## src/hdm_pkg.sv

```systemverilog
/*
  Shared constants for the host/DSP mailbox: data width, status bit
  positions, reset values and access latency counts.
  Assumes both ends share one clock and one active-low reset.
*/
package hdm_pkg;
  // ----------------------------------------
  // Widths and timing
  // ----------------------------------------
  localparam int DATA_W = 16;
  localparam int ADDR_W = 26;
  localparam int UPPER_LO = 16;
  localparam int CLK_NS = 10;
  localparam int SYSCLK_NS = 50;
  localparam int SYS_PER_CYC = (SYSCLK_NS + CLK_NS - 1) / CLK_NS;
  localparam int WR_SYS_CYC = 2;
  localparam int RD_SYS_CYC = 2;
  localparam int DEC_SYS_CYC = 1;
  localparam int WR_CYC = (WR_SYS_CYC + DEC_SYS_CYC) * SYS_PER_CYC;
  localparam int RD_CYC = (RD_SYS_CYC + DEC_SYS_CYC) * SYS_PER_CYC;
  // ----------------------------------------
  // Host register select codes
  // ----------------------------------------
  localparam logic [1:0] HSEL_STATUS = 2'h0;
  localparam logic [1:0] HSEL_MBOX = 2'h1;
  localparam logic [1:0] HSEL_CTRL = 2'h2;
  // ----------------------------------------
  // Host status bit positions
  // ----------------------------------------
  localparam int HS_OUT_FULL = 0;
  localparam int HS_IN_EMPTY = 1;
  localparam int HS_FE_IRQ = 2;
  localparam int HS_TIMEOUT = 3;
  localparam int HS_IREQ = 4;
  // Host control bit positions
  localparam int HC_OUT_EN = 0;
  localparam int HC_IN_EN = 1;
  localparam int HC_FE_EN = 2;
  localparam int HC_TO_EN = 3;
  localparam int HC_REARM = 12;
  // DSP-side status bit positions
  localparam int DS_IN_FULL = 0;
  localparam int DS_OUT_EMPTY = 1;
  // DSP register select codes
  localparam logic DSEL_STATUS = 1'h0;
  localparam logic DSEL_MBOX = 1'h1;
  // Reset values
  localparam logic RST_EMPTY = 1'h1;
  localparam logic RST_FULL = 1'h0;
  localparam logic RST_ARMED = 1'h1;
endpackage : hdm_pkg

```

## src/hdm_if.sv

```systemverilog
/*
  Interface joining the mailbox device end to the host end.
  Assumes the testbench supplies clk and rst_n.
*/
`timescale 1ns/10ps
interface hdm_if
(
  input wire logic clk, // System clock
  input wire logic rst_n // Async reset, active low
);
  logic [hdm_pkg::ADDR_W-1:0] hostAddr;
  logic [1:0] hostSel;
  logic hostRd;
  logic hostWr;
  logic [hdm_pkg::DATA_W-1:0] hostWdata;
  logic [hdm_pkg::DATA_W-1:0] hostRdata;
  logic hostAck;
  logic ireq;

  modport device
  (
    input hostAddr, hostSel, hostRd, hostWr, hostWdata,
    output hostRdata, hostAck, ireq
  );
  modport host
  (
    output hostAddr, hostSel, hostRd, hostWr, hostWdata,
    input hostRdata, hostAck, ireq
  );
endinterface : hdm_if

```

## src/hdm_device.sv

```systemverilog
/*
  Mailbox device end: two one-word mailboxes, empty/full flags,
  host IREQ with clear and re-arm, DSP interrupt lines.
  Assumes the host holds a request until hostAck, and that DSP
  strobes are one-cycle pulses synchronous to clk.
*/
// How it works
// - Inbound full drives DSP line a
// - Outbound empty raises DSP transmit interrupt
// - Transmit interrupt on line a, optionally b
// - Front-end interrupt to line d and IREQ
// - Host writes 0 then 1 to re-arm
// - Pulsed mode gives one IREQ per arming
// - Host polls outbound full before reading
// - Host read clears outbound full, sets empty
// - Host polls inbound empty before writing
// - Host write clears inbound empty, sets full
// - DSP polls inbound full before reading
// - DSP read clears inbound full, sets empty
// - DSP polls outbound empty before writing
// - DSP write clears outbound empty, sets full
// - Host reads status before clearing IREQ
// - Register write/read take two system cycles
// - Upper address zero check adds one system cycle
// - IREQ ORs four enabled sources
// - Disabling a source only masks it
`timescale 1ns/10ps
module hdm_device
#(
  parameter bit TX_ON_LINE_B = 1'b0 // Transmit interrupt on line b
)
(
  input wire logic clk, // System clock
  input wire logic rst_n, // Async reset, active low
  input wire logic clkEn, // Freezes all state when low
  hdm_if.device hif, // Host side
  input wire logic dspRd, // DSP register read strobe
  input wire logic dspWr, // DSP register write strobe
  input wire logic dspSel, // DSP register select
  input wire logic [hdm_pkg::DATA_W-1:0] dspWdata, // DSP write data
  output logic [hdm_pkg::DATA_W-1:0] dspRdata, // DSP read data
  input wire logic frontEndIrq, // Front-end card interrupt
  input wire logic busTimeoutFlag, // Bus timeout condition
  input wire logic pulsedMode, // IREQ pulses once per arming
  output logic dspIrqLineA_n, // DSP interrupt line a
  output logic dspIrqLineB_n, // DSP interrupt line b
  output logic dspIrqLineD_n // DSP interrupt line d
);
  // ----------------------------------------
  // Host access sequencer
  // ----------------------------------------
  typedef enum logic [1:0]
  {
    HDM_IDLE = 2'b00,
    HDM_BUSY = 2'b01,
    HDM_DONE = 2'b10
  } hdm_acc_t;

  hdm_acc_t acc_ff, nxt_acc;
  logic [4:0] cnt_ff, nxt_cnt;
  logic wrOp_ff, nxt_wrOp;
  logic ack_ff, nxt_ack;
  logic [hdm_pkg::DATA_W-1:0] hRdata_ff, nxt_hRdata;
  logic upperZero;
  logic hostRdMbox;
  logic hostWrMbox;
  logic hostWrCtrl;

  // ----------------------------------------
  // Mailbox state
  // ----------------------------------------
  logic [hdm_pkg::DATA_W-1:0] inMbox_ff, nxt_inMbox;
  logic [hdm_pkg::DATA_W-1:0] outMbox_ff, nxt_outMbox;
  logic inFull_ff, nxt_inFull;
  logic outFull_ff, nxt_outFull;
  logic [3:0] irqEn_ff, nxt_irqEn;
  logic armed_ff, nxt_armed;
  logic ireq_ff, nxt_ireq;
  logic [hdm_pkg::DATA_W-1:0] dRdata_ff, nxt_dRdata;
  logic lineA_ff, nxt_lineA;
  logic lineB_ff, nxt_lineB;
  logic lineD_ff, nxt_lineD;
  logic [3:0] srcRaw;
  logic ireqCond;
  logic [hdm_pkg::DATA_W-1:0] hostStatus;
  logic [hdm_pkg::DATA_W-1:0] hostCtrl;
  logic [hdm_pkg::DATA_W-1:0] dspStatus;

  assign upperZero = ~|hif.hostAddr[hdm_pkg::ADDR_W-1:hdm_pkg::UPPER_LO];
  assign hostRdMbox = (acc_ff == HDM_BUSY) && (cnt_ff == 5'h0) && !wrOp_ff
                      && (hif.hostSel == hdm_pkg::HSEL_MBOX);
  assign hostWrMbox = (acc_ff == HDM_BUSY) && (cnt_ff == 5'h0) && wrOp_ff
                      && (hif.hostSel == hdm_pkg::HSEL_MBOX);
  assign hostWrCtrl = (acc_ff == HDM_BUSY) && (cnt_ff == 5'h0) && wrOp_ff
                      && (hif.hostSel == hdm_pkg::HSEL_CTRL);

  assign srcRaw = {busTimeoutFlag, frontEndIrq, ~inFull_ff, outFull_ff};
  assign ireqCond = |(srcRaw & irqEn_ff);

  always_comb
  begin
    hostStatus = '0;
    hostStatus[hdm_pkg::HS_OUT_FULL] = outFull_ff;
    hostStatus[hdm_pkg::HS_IN_EMPTY] = ~inFull_ff;
    hostStatus[hdm_pkg::HS_FE_IRQ] = frontEndIrq;
    hostStatus[hdm_pkg::HS_TIMEOUT] = busTimeoutFlag;
    hostStatus[hdm_pkg::HS_IREQ] = ireq_ff;
    hostCtrl = '0;
    hostCtrl[hdm_pkg::HC_TO_EN:hdm_pkg::HC_OUT_EN] = irqEn_ff;
    hostCtrl[hdm_pkg::HC_REARM] = armed_ff;
    dspStatus = '0;
    dspStatus[hdm_pkg::DS_IN_FULL] = inFull_ff;
    dspStatus[hdm_pkg::DS_OUT_EMPTY] = ~outFull_ff;
  end

  // ----------------------------------------
  // Host access next state
  // ----------------------------------------
  always_comb
  begin
    nxt_acc = acc_ff;
    nxt_cnt = cnt_ff;
    nxt_wrOp = wrOp_ff;
    nxt_ack = 1'b0;
    nxt_hRdata = hRdata_ff;
    unique case (acc_ff)
      HDM_IDLE:
      begin
        if ((hif.hostRd || hif.hostWr) && upperZero)
        begin
          nxt_acc = HDM_BUSY;
          nxt_wrOp = hif.hostWr;
          nxt_cnt = hif.hostWr ? 5'(hdm_pkg::WR_CYC - 1)
                               : 5'(hdm_pkg::RD_CYC - 1);
        end
      end
      HDM_BUSY:
      begin
        if (cnt_ff == 5'h0)
        begin
          nxt_acc = HDM_DONE;
          nxt_ack = 1'b1;
          unique case (hif.hostSel)
            hdm_pkg::HSEL_STATUS: nxt_hRdata = hostStatus;
            hdm_pkg::HSEL_MBOX: nxt_hRdata = outMbox_ff;
            hdm_pkg::HSEL_CTRL: nxt_hRdata = hostCtrl;
            default: nxt_hRdata = '0;
          endcase
        end
        else
        begin
          nxt_cnt = cnt_ff - 5'h1;
        end
      end
      HDM_DONE:
      begin
        if (!hif.hostRd && !hif.hostWr)
        begin
          nxt_acc = HDM_IDLE;
        end
      end
      default: nxt_acc = HDM_IDLE;
    endcase
  end

  // ----------------------------------------
  // Mailbox, flags and interrupts next state
  // ----------------------------------------
  always_comb
  begin
    nxt_inMbox = inMbox_ff;
    nxt_outMbox = outMbox_ff;
    nxt_inFull = inFull_ff;
    nxt_outFull = outFull_ff;
    nxt_irqEn = irqEn_ff;
    nxt_armed = armed_ff;
    nxt_ireq = ireq_ff;
    nxt_dRdata = dRdata_ff;
    // Each flag has one setter and one clearer; setter wins
    if (dspRd && dspSel == hdm_pkg::DSEL_MBOX)
    begin
      nxt_inFull = 1'b0;
    end
    if (hostWrMbox)
    begin
      nxt_inMbox = hif.hostWdata;
      nxt_inFull = 1'b1;
    end
    if (hostRdMbox)
    begin
      nxt_outFull = 1'b0;
    end
    if (dspWr && dspSel == hdm_pkg::DSEL_MBOX)
    begin
      nxt_outMbox = dspWdata;
      nxt_outFull = 1'b1;
    end
    if (dspRd)
    begin
      nxt_dRdata = (dspSel == hdm_pkg::DSEL_MBOX) ? inMbox_ff : dspStatus;
    end
    if (hostWrCtrl)
    begin
      nxt_irqEn = hif.hostWdata[hdm_pkg::HC_TO_EN:hdm_pkg::HC_OUT_EN];
      nxt_armed = hif.hostWdata[hdm_pkg::HC_REARM];
    end
    // IREQ: level while armed, or a single pulse then disarm
    if (!armed_ff)
    begin
      nxt_ireq = 1'b0;
    end
    else if (pulsedMode)
    begin
      nxt_ireq = ireqCond && !ireq_ff;
      if (ireqCond && !ireq_ff && !hostWrCtrl)
      begin
        nxt_armed = 1'b0;
      end
    end
    else
    begin
      nxt_ireq = ireqCond;
    end
  end

  // DSP lines are active low
  always_comb
  begin
    nxt_lineA = ~(inFull_ff || (!TX_ON_LINE_B && !outFull_ff));
    nxt_lineB = ~(TX_ON_LINE_B && !outFull_ff);
    nxt_lineD = ~frontEndIrq;
  end

  always_ff @(posedge clk or negedge rst_n)
  begin
    if (!rst_n)
    begin
      acc_ff <= HDM_IDLE;
      cnt_ff <= 5'h0;
      wrOp_ff <= 1'b0;
      ack_ff <= 1'b0;
      hRdata_ff <= '0;
      inMbox_ff <= '0;
      outMbox_ff <= '0;
      inFull_ff <= hdm_pkg::RST_FULL;
      outFull_ff <= hdm_pkg::RST_FULL;
      irqEn_ff <= 4'h0;
      armed_ff <= hdm_pkg::RST_ARMED;
      ireq_ff <= 1'b0;
      dRdata_ff <= '0;
      lineA_ff <= 1'b1;
      lineB_ff <= 1'b1;
      lineD_ff <= 1'b1;
    end
    else if (clkEn)
    begin
      acc_ff <= nxt_acc;
      cnt_ff <= nxt_cnt;
      wrOp_ff <= nxt_wrOp;
      ack_ff <= nxt_ack;
      hRdata_ff <= nxt_hRdata;
      inMbox_ff <= nxt_inMbox;
      outMbox_ff <= nxt_outMbox;
      inFull_ff <= nxt_inFull;
      outFull_ff <= nxt_outFull;
      irqEn_ff <= nxt_irqEn;
      armed_ff <= nxt_armed;
      ireq_ff <= nxt_ireq;
      dRdata_ff <= nxt_dRdata;
      lineA_ff <= nxt_lineA;
      lineB_ff <= nxt_lineB;
      lineD_ff <= nxt_lineD;
    end
  end

  assign hif.hostAck = ack_ff;
  assign hif.hostRdata = hRdata_ff;
  assign hif.ireq = ireq_ff;
  assign dspRdata = dRdata_ff;
  assign dspIrqLineA_n = lineA_ff;
  assign dspIrqLineB_n = lineB_ff;
  assign dspIrqLineD_n = lineD_ff;
endmodule : hdm_device

```

## src/flat_wrapper.sv

```systemverilog
// flat-port wrapper written by rule: the top's interface ports become plain ports
module hdm_device_flat 
#(
  parameter bit TX_ON_LINE_B = 1'b0                                
)
  (clk, rst_n, clkEn, dspRd, dspWr, dspSel, dspWdata, dspRdata, frontEndIrq, busTimeoutFlag, pulsedMode, dspIrqLineA_n, dspIrqLineB_n, dspIrqLineD_n, hif_hostAddr, hif_hostSel, hif_hostRd, hif_hostWr, hif_hostWdata, hif_hostRdata, hif_hostAck, hif_ireq);
  hdm_if hif_i (.clk(clk), .rst_n(rst_n));
  input wire logic clk;
  input wire logic rst_n;
  input wire logic clkEn;
  input wire logic dspRd;
  input wire logic dspWr;
  input wire logic dspSel;
  input wire logic [hdm_pkg::DATA_W-1:0] dspWdata;
  output logic [hdm_pkg::DATA_W-1:0] dspRdata;
  input wire logic frontEndIrq;
  input wire logic busTimeoutFlag;
  input wire logic pulsedMode;
  output logic dspIrqLineA_n;
  output logic dspIrqLineB_n;
  output logic dspIrqLineD_n;
  input wire logic [$bits(hif_i.hostAddr)-1:0] hif_hostAddr;
  input wire logic [$bits(hif_i.hostSel)-1:0] hif_hostSel;
  input wire logic [$bits(hif_i.hostRd)-1:0] hif_hostRd;
  input wire logic [$bits(hif_i.hostWr)-1:0] hif_hostWr;
  input wire logic [$bits(hif_i.hostWdata)-1:0] hif_hostWdata;
  output wire logic [$bits(hif_i.hostRdata)-1:0] hif_hostRdata;
  output wire logic [$bits(hif_i.hostAck)-1:0] hif_hostAck;
  output wire logic [$bits(hif_i.ireq)-1:0] hif_ireq;
  assign hif_i.hostAddr = hif_hostAddr;
  assign hif_i.hostSel = hif_hostSel;
  assign hif_i.hostRd = hif_hostRd;
  assign hif_i.hostWr = hif_hostWr;
  assign hif_i.hostWdata = hif_hostWdata;
  assign hif_hostRdata = hif_i.hostRdata;
  assign hif_hostAck = hif_i.hostAck;
  assign hif_ireq = hif_i.ireq;
  hdm_device #(.TX_ON_LINE_B(TX_ON_LINE_B)) u_core (.clk(clk), .rst_n(rst_n), .clkEn(clkEn), .hif(hif_i), .dspRd(dspRd), .dspWr(dspWr), .dspSel(dspSel), .dspWdata(dspWdata), .dspRdata(dspRdata), .frontEndIrq(frontEndIrq), .busTimeoutFlag(busTimeoutFlag), .pulsedMode(pulsedMode), .dspIrqLineA_n(dspIrqLineA_n), .dspIrqLineB_n(dspIrqLineB_n), .dspIrqLineD_n(dspIrqLineD_n));
endmodule
```

## config.mk

```make
export PLATFORM = sky130hd
export DESIGN_NAME = hdm_device_flat
export DESIGN_NICKNAME = d
export VERILOG_FILES = /design/src/hdm_pkg.sv /design/src/hdm_if.sv /design/src/hdm_device.sv /design/src/flat_wrapper.sv
export SDC_FILE = /design/constraint.sdc
export NUM_CORES = 1
export LEC_CHECK = 0
export ABC_AREA = 1
export BUFFER_PORTS_ARGS = -buffer_cell sky130_fd_sc_hd__buf_2
export CORE_UTILIZATION = 52
export DETAILED_ROUTE_END_ITERATION = 8
export MAX_ROUTING_LAYER = met4
export PLACE_DENSITY = 0.84
export SLEW_MARGIN = 20
export SYNTH_ARGS = -nofsm -noshare
export SYNTH_HDL_FRONTEND = slang
export SYNTH_SLANG_ARGS = --single-unit
export TNS_END_PERCENT = 5
```

## constraint.sdc

```tcl
create_clock -name clk -period 1.95 [get_ports clk]
set_input_delay 0.195 -clock clk [delete_from_list [all_inputs] [get_ports clk]]
set_output_delay 0.195 -clock clk [all_outputs]
set_load 0.02 [all_outputs]
```

==> results <==
- The flow ran to the end, and the final reports show no timing, DRC or antenna violations.
- The clock power share is 0.228.
- The post-route clock period utilization is 0.9297.
- Counting both buffers and inverters, the worst setup path holds a total of 4.
- The net load switching power is roughly 2 mW.
- The H-tree generated during clock tree synthesis spans 3 levels.
- The floorplan step set the die height to just under 90 um.
- The number of synthesized flops with an enable pin is 0.
- Once detail routing completed, the nets flagged for antenna violations numbered 0.
- After clock tree synthesis, the clock-pin slew on the worst setup and hold paths is ~0.090 ns.
- The final instance area is 4548 um^2.
- Cell internal power was estimated by the tool at 3.428 mW.
- The total power density per cell area is roughly 1200 nW/um^2.
- Across the whole layout, storage elements account for approximately 2100 um^2.
- The max-slew violation total from the final report is 0.
- After the last flow step, the layout net total stands at 616.
- Of the post-synthesis cell area, the dominant cell type holds 0.5349.
- The critical-path maximum fanout is 7.
- The core region is between 6000 and 7000 um^2.
- The switching part of the total is 0.3746.
- By area the synthesized netlist is led by sky130_fd_sc_hd__dfrtp_1 53%, sky130_fd_sc_hd__nand2_1 13%, sky130_fd_sc_hd__inv_1 6.5%, sky130_fd_sc_hd__nand3_1 3.6%, sky130_fd_sc_hd__o21ai_0 3.6%.
- The total power draw is 5.481 mW.
- The sequential cell fraction of total power is 0.446.
- The fraction of layout instances using a drive strength above 1 is 0.2664.
- The setup-violating endpoint count in the final report is 0.
- The clock arrives with 0.008160 ns of skew.
- For this block, the initial DRC count from the detailed router was ~170.
- Among all stages on the critical path, the largest delay is contributed by sky130_fd_sc_hd__dfrtp_1.
- The element type at the critical path start is a flip-flop.
- The biggest cell delay along the critical path is about 0.38 ns.
- The category of cells accounting for the largest share of critical-path delay is simple AND/OR/NAND/NOR gates.
- The highest ir drop seen on vdd is about 0.84 mV.
- Input and output buffers added on the ports amount to 90.
- The actual slew at the worst max-slew pin is slightly above 0.5 ns.
- For the worst setup path, the data arrival time is 2.07 ns.
- The diode insertion count for antenna repair is 0.
- The headroom to the max-slew limit is 0.6608.
- The area of the mapped netlist is approximately 3700 um^2.
- The highest clock rate is between 0.5 and 0.6 GHz.
- The combinational share of power is 0.326.
- The initial utilization of the core area, before any placement, comes to 0.5448.
- The routability congestion estimate is around 0.86.
- The share of the synthesized area in compound gates (AO/OA/AOI/OAI) came to 0.07991.
- The TritonCTS clock tree is yes.
- Of all cell types, the one taking the most synthesized area is sky130_fd_sc_hd__dfrtp_1.
- The multi-input combinational cells in the finished layout cover a total of ~1300 um^2.
- The number of antenna violations at the first check in global routing was 0.
- The synthesized netlist net count is roughly 510.
- The final worst hold slack is 0.06697 ns.
- The multiplexer fraction of the synthesized cell area is 0.01505.
- The initialized floorplan defines 30 standard-cell rows.
- Entering global routing, the biggest net connects 54 pins.
- The flip-flop cell with the highest count after synthesis is sky130_fd_sc_hd__dfrtp_1.
- The first global-routing pass estimated ~14 mm of wire.
- The number of global-route vias before repair came to roughly 3000.
- The maximum clock path buffer count is 2.
- At the later pin of the worst-skew pair, clock insertion delay measures approximately 0.36 ns.
- The area added between synthesis and finish is 21.53%.
- The analysis attributes to cell leakage a power of 2.546 nW.
- Summing all placed instances gives a cell area of 4277 um^2.
- The type of element capturing the critical path is a flip-flop.
- For this run, the number of Yosys warnings is 0.
- The sequential fraction of the synthesis area is 0.5560.
- The critical path start-end classification is flip-flop to flip-flop.
- The number of clock buffers added by TritonCTS is 9.
- The final routed wire length divided by cell count is between 10 and 15 um.
- The final total negative setup slack is 0 ns.
- Fill cells in the final layout number 560.
- The routed layout has 3180 vias.
- The async set-reset flop share out of synthesis is 1.000.
- The largest family of logic cells by synthesized area is simple AND/OR/NAND/NOR gates.
- The signal on the critical path passes through inv_1, ha_1, nand2_1, nor2_4, nand2_2, nor2_4, buf_4, buf_4, nand3b_1, nand2_1, inv_1.
- The placed wire-length estimate after detailed placement is approximately 5.8 mm.
- For this run, the total global-route usage over all layers was measured as 0.2433.
- roughly 110 I/O pins were placed.
- Summed over all layers, the routed wires come to approximately 8.3 mm.
- Clock tree synthesis selected as its root buffer the cell sky130_fd_sc_hd__clkbuf_8.
- The number of standard cells after synthesis is around 440.
- The number of distinct library cells after synthesis is 29.
- The die outline area is ~7500 um^2.
- The clock sink total is 83.
- The post-synthesis sequential element count is 83.
- Measured along the x axis, the die boundary spans 86.84 um.
- The sum of overflow across all layers after global routing is 0.
- The type of the worst min-delay path is input pin to flip-flop.
- Of the total synthesized cell area, the portion taken by AND, OR, NAND and NOR gates is 0.2454.
- After layout, the minimum clock period comes to 1.813 ns.
- The number of design rule violations left after detail routing is 0.
- The number of hold violations in the final report is 0.
- At the worst endpoint, the required time is ~2.2 ns.
- Each instance of the synthesized netlist takes up on average approximately 8.5 um^2.
- The via density per instance is between 4 and 5.
- The number of optimization iterations in the first detailed-route pass is 4.
- The area share of fa/ha/maj cells after synthesis is 0.006687.
- The xor and xnor fraction of the mapped netlist area is 0.
- Across the run, the number of max-cap violations was 0.
==> timing repair <==
action	in CTS	in global routing
setup buffers	0	6
setup endpoints to repair	0	31
gates resized for setup	0	1
hold buffers	2	0
hold endpoints to repair	31	0
==> flip-flops by register name, indices dropped and copies added (netlist names) <==
| register | count |
|---|---|
| u_core.acc_ff | 2 |
| u_core.irqEn_ff | 4 |
| u_core.hif.hostAck | 1 |
| u_core.outFull_ff | 1 |
| u_core.armed_ff | 1 |
| u_core.outMbox_ff | 16 |
| u_core.wrOp_ff | 1 |
| u_core.cnt_ff | 5 |
| u_core.dspIrqLineD_n | 1 |
| u_core.dspRdata | 16 |
| u_core.inMbox_ff | 16 |
| u_core.hif.hostRdata | 16 |
| u_core.dspIrqLineA_n | 1 |
| u_core.hif.ireq | 1 |
| u_core.inFull_ff | 1 |
==> cell type report <==
cell class / count / share of cell area
inverters: 70 / 0.05777
clock buffers: 9 / 0.02724
well taps: 96 / 0.02641
clock inverters: 7 / 0.01706
multi-input cells: 275 / 0.2875
flip-flops and latches: 83 / 0.4575
repair buffers: 104 / 0.1265
==> through the flow <==
| stage | cells | setup slack (ns) | util |
|---|---|---|---|
| after detailed placement | 620 | 0.08383 | 0.6226 |
| after global placement | 620 | 0.1533 | 0.6226 |
| final | 644 | 0.1371 | 0.6621 |
| after floorplan | 441 | 0.4144 | - |
| after global routing | 644 | -0.02119 | 0.6621 |
| after CTS | 638 | 0.05681 | 0.6548 |
==> final timing paths <==
kind                                     from                       end  slack (ns)  cells after the start
max                          u_core.cnt_ff[0]       u_core.inMbox_ff[7]        0.14                     11
min                              dspWdata[12]     u_core.outMbox_ff[12]        0.07                      2
max reg2reg                  u_core.cnt_ff[0]       u_core.inMbox_ff[7]        0.14                     11
min reg2reg                u_core.hif.hostAck        u_core.hif.hostAck        0.49                      2
max in group asynchronous               rst_n      u_core.dspIrqLineA_n        1.00                      3
min in group asynchronous               rst_n  u_core.hif.hostRdata[15]        0.29                      2
==> placed cells by master, fill, tap and decap left out <==
cell,Yosys,routed
sky130_fd_sc_hd__o21ai_1,9,9
sky130_fd_sc_hd__dfstp_2,3,3
sky130_fd_sc_hd__o21ai_2,2,2
sky130_fd_sc_hd__or2_2,1,1
sky130_fd_sc_hd__o21ai_0,27,27
sky130_fd_sc_hd__o21bai_1,1,1
sky130_fd_sc_hd__nor2_2,2,2
sky130_fd_sc_hd__clkinvlp_4,0,4
sky130_fd_sc_hd__buf_12,0,1
sky130_fd_sc_hd__inv_1,65,65
sky130_fd_sc_hd__nand2_4,0,1
sky130_fd_sc_hd__buf_4,2,12
sky130_fd_sc_hd__bufinv_16,0,1
sky130_fd_sc_hd__nand3_2,1,1
sky130_fd_sc_hd__nand2_2,7,6
sky130_fd_sc_hd__ha_1,2,2
sky130_fd_sc_hd__nor3_1,2,2
sky130_fd_sc_hd__nand3b_1,12,12
sky130_fd_sc_hd__conb_1,1,1
sky130_fd_sc_hd__nor2_1,29,29
sky130_fd_sc_hd__inv_2,5,5
sky130_fd_sc_hd__clkbuf_8,0,9
sky130_fd_sc_hd__a21oi_1,16,16
sky130_fd_sc_hd__dfrtp_1,80,80
sky130_fd_sc_hd__mux2_2,5,5
sky130_fd_sc_hd__nand2_1,126,126
sky130_fd_sc_hd__nand3_1,27,27
sky130_fd_sc_hd__dlygate4sd3_1,0,2
sky130_fd_sc_hd__nor2_4,2,2
sky130_fd_sc_hd__buf_2,2,89
sky130_fd_sc_hd__o211ai_1,1,1
sky130_fd_sc_hd__inv_6,0,1
sky130_fd_sc_hd__o22ai_1,1,1
sky130_fd_sc_hd__nand4_1,1,1
sky130_fd_sc_hd__clkinv_4,0,1
==> kinds of logic (layout without fill, tap and decap cells) <==
group	after synthesis	after routing
other	1	1
flip-flops	83	83
adder cells (fa/ha/maj)	2	2
multiplexers	5	5
AND/OR/NAND/NOR	210	210
AO/OA/AOI/OAI	57	57
buffers and inverters	83	190
==> worst register-to-register path, cell delays in order, from the launching register on <==
cell	delay [ns]
sky130_fd_sc_hd__dfrtp_1	0.38
sky130_fd_sc_hd__inv_1	0.14
sky130_fd_sc_hd__ha_1	0.16
sky130_fd_sc_hd__nand2_1	0.08
sky130_fd_sc_hd__nor2_4	0.14
sky130_fd_sc_hd__nand2_2	0.09
sky130_fd_sc_hd__nor2_4	0.21
sky130_fd_sc_hd__buf_4	0.17
sky130_fd_sc_hd__buf_4	0.13
sky130_fd_sc_hd__nand3b_1	0.08
sky130_fd_sc_hd__nand2_1	0.09
sky130_fd_sc_hd__inv_1	0.04
==> cells in the mapped netlist (5+ instances only) <==
cell type and count:
sky130_fd_sc_hd__o21ai_0 27, sky130_fd_sc_hd__o21ai_1 9, sky130_fd_sc_hd__nand2_1 126, sky130_fd_sc_hd__dfrtp_1 80
sky130_fd_sc_hd__a21oi_1 16, sky130_fd_sc_hd__nand3_1 27, sky130_fd_sc_hd__mux2_2 5, sky130_fd_sc_hd__nor2_1 29
sky130_fd_sc_hd__buf_6 5, sky130_fd_sc_hd__nand2_2 7, sky130_fd_sc_hd__nand3b_1 12, sky130_fd_sc_hd__inv_1 65
sky130_fd_sc_hd__inv_2 5
==> routing by layer <==
layer	wire (um)	share of wire	track usage
met5	0	0	-
met4	137	0.017	0.06818
met3	490	0.059	0.06952
met2	4178	0.51	0.4123
met1	3451	0.42	0.2823
==> power groups by stage <==
stage	logic [mW]	registers, mW	clock network, mW
finish	1.79	2.45	1.25
global route	2.01	2.50	1.35
CTS	1.77	2.44	1.28
global placement	1.66	2.45	0
detailed placement	1.75	2.47	0
floorplan	0.988	2.68	0
Note: power is estimated with default switching activity, not from simulation.
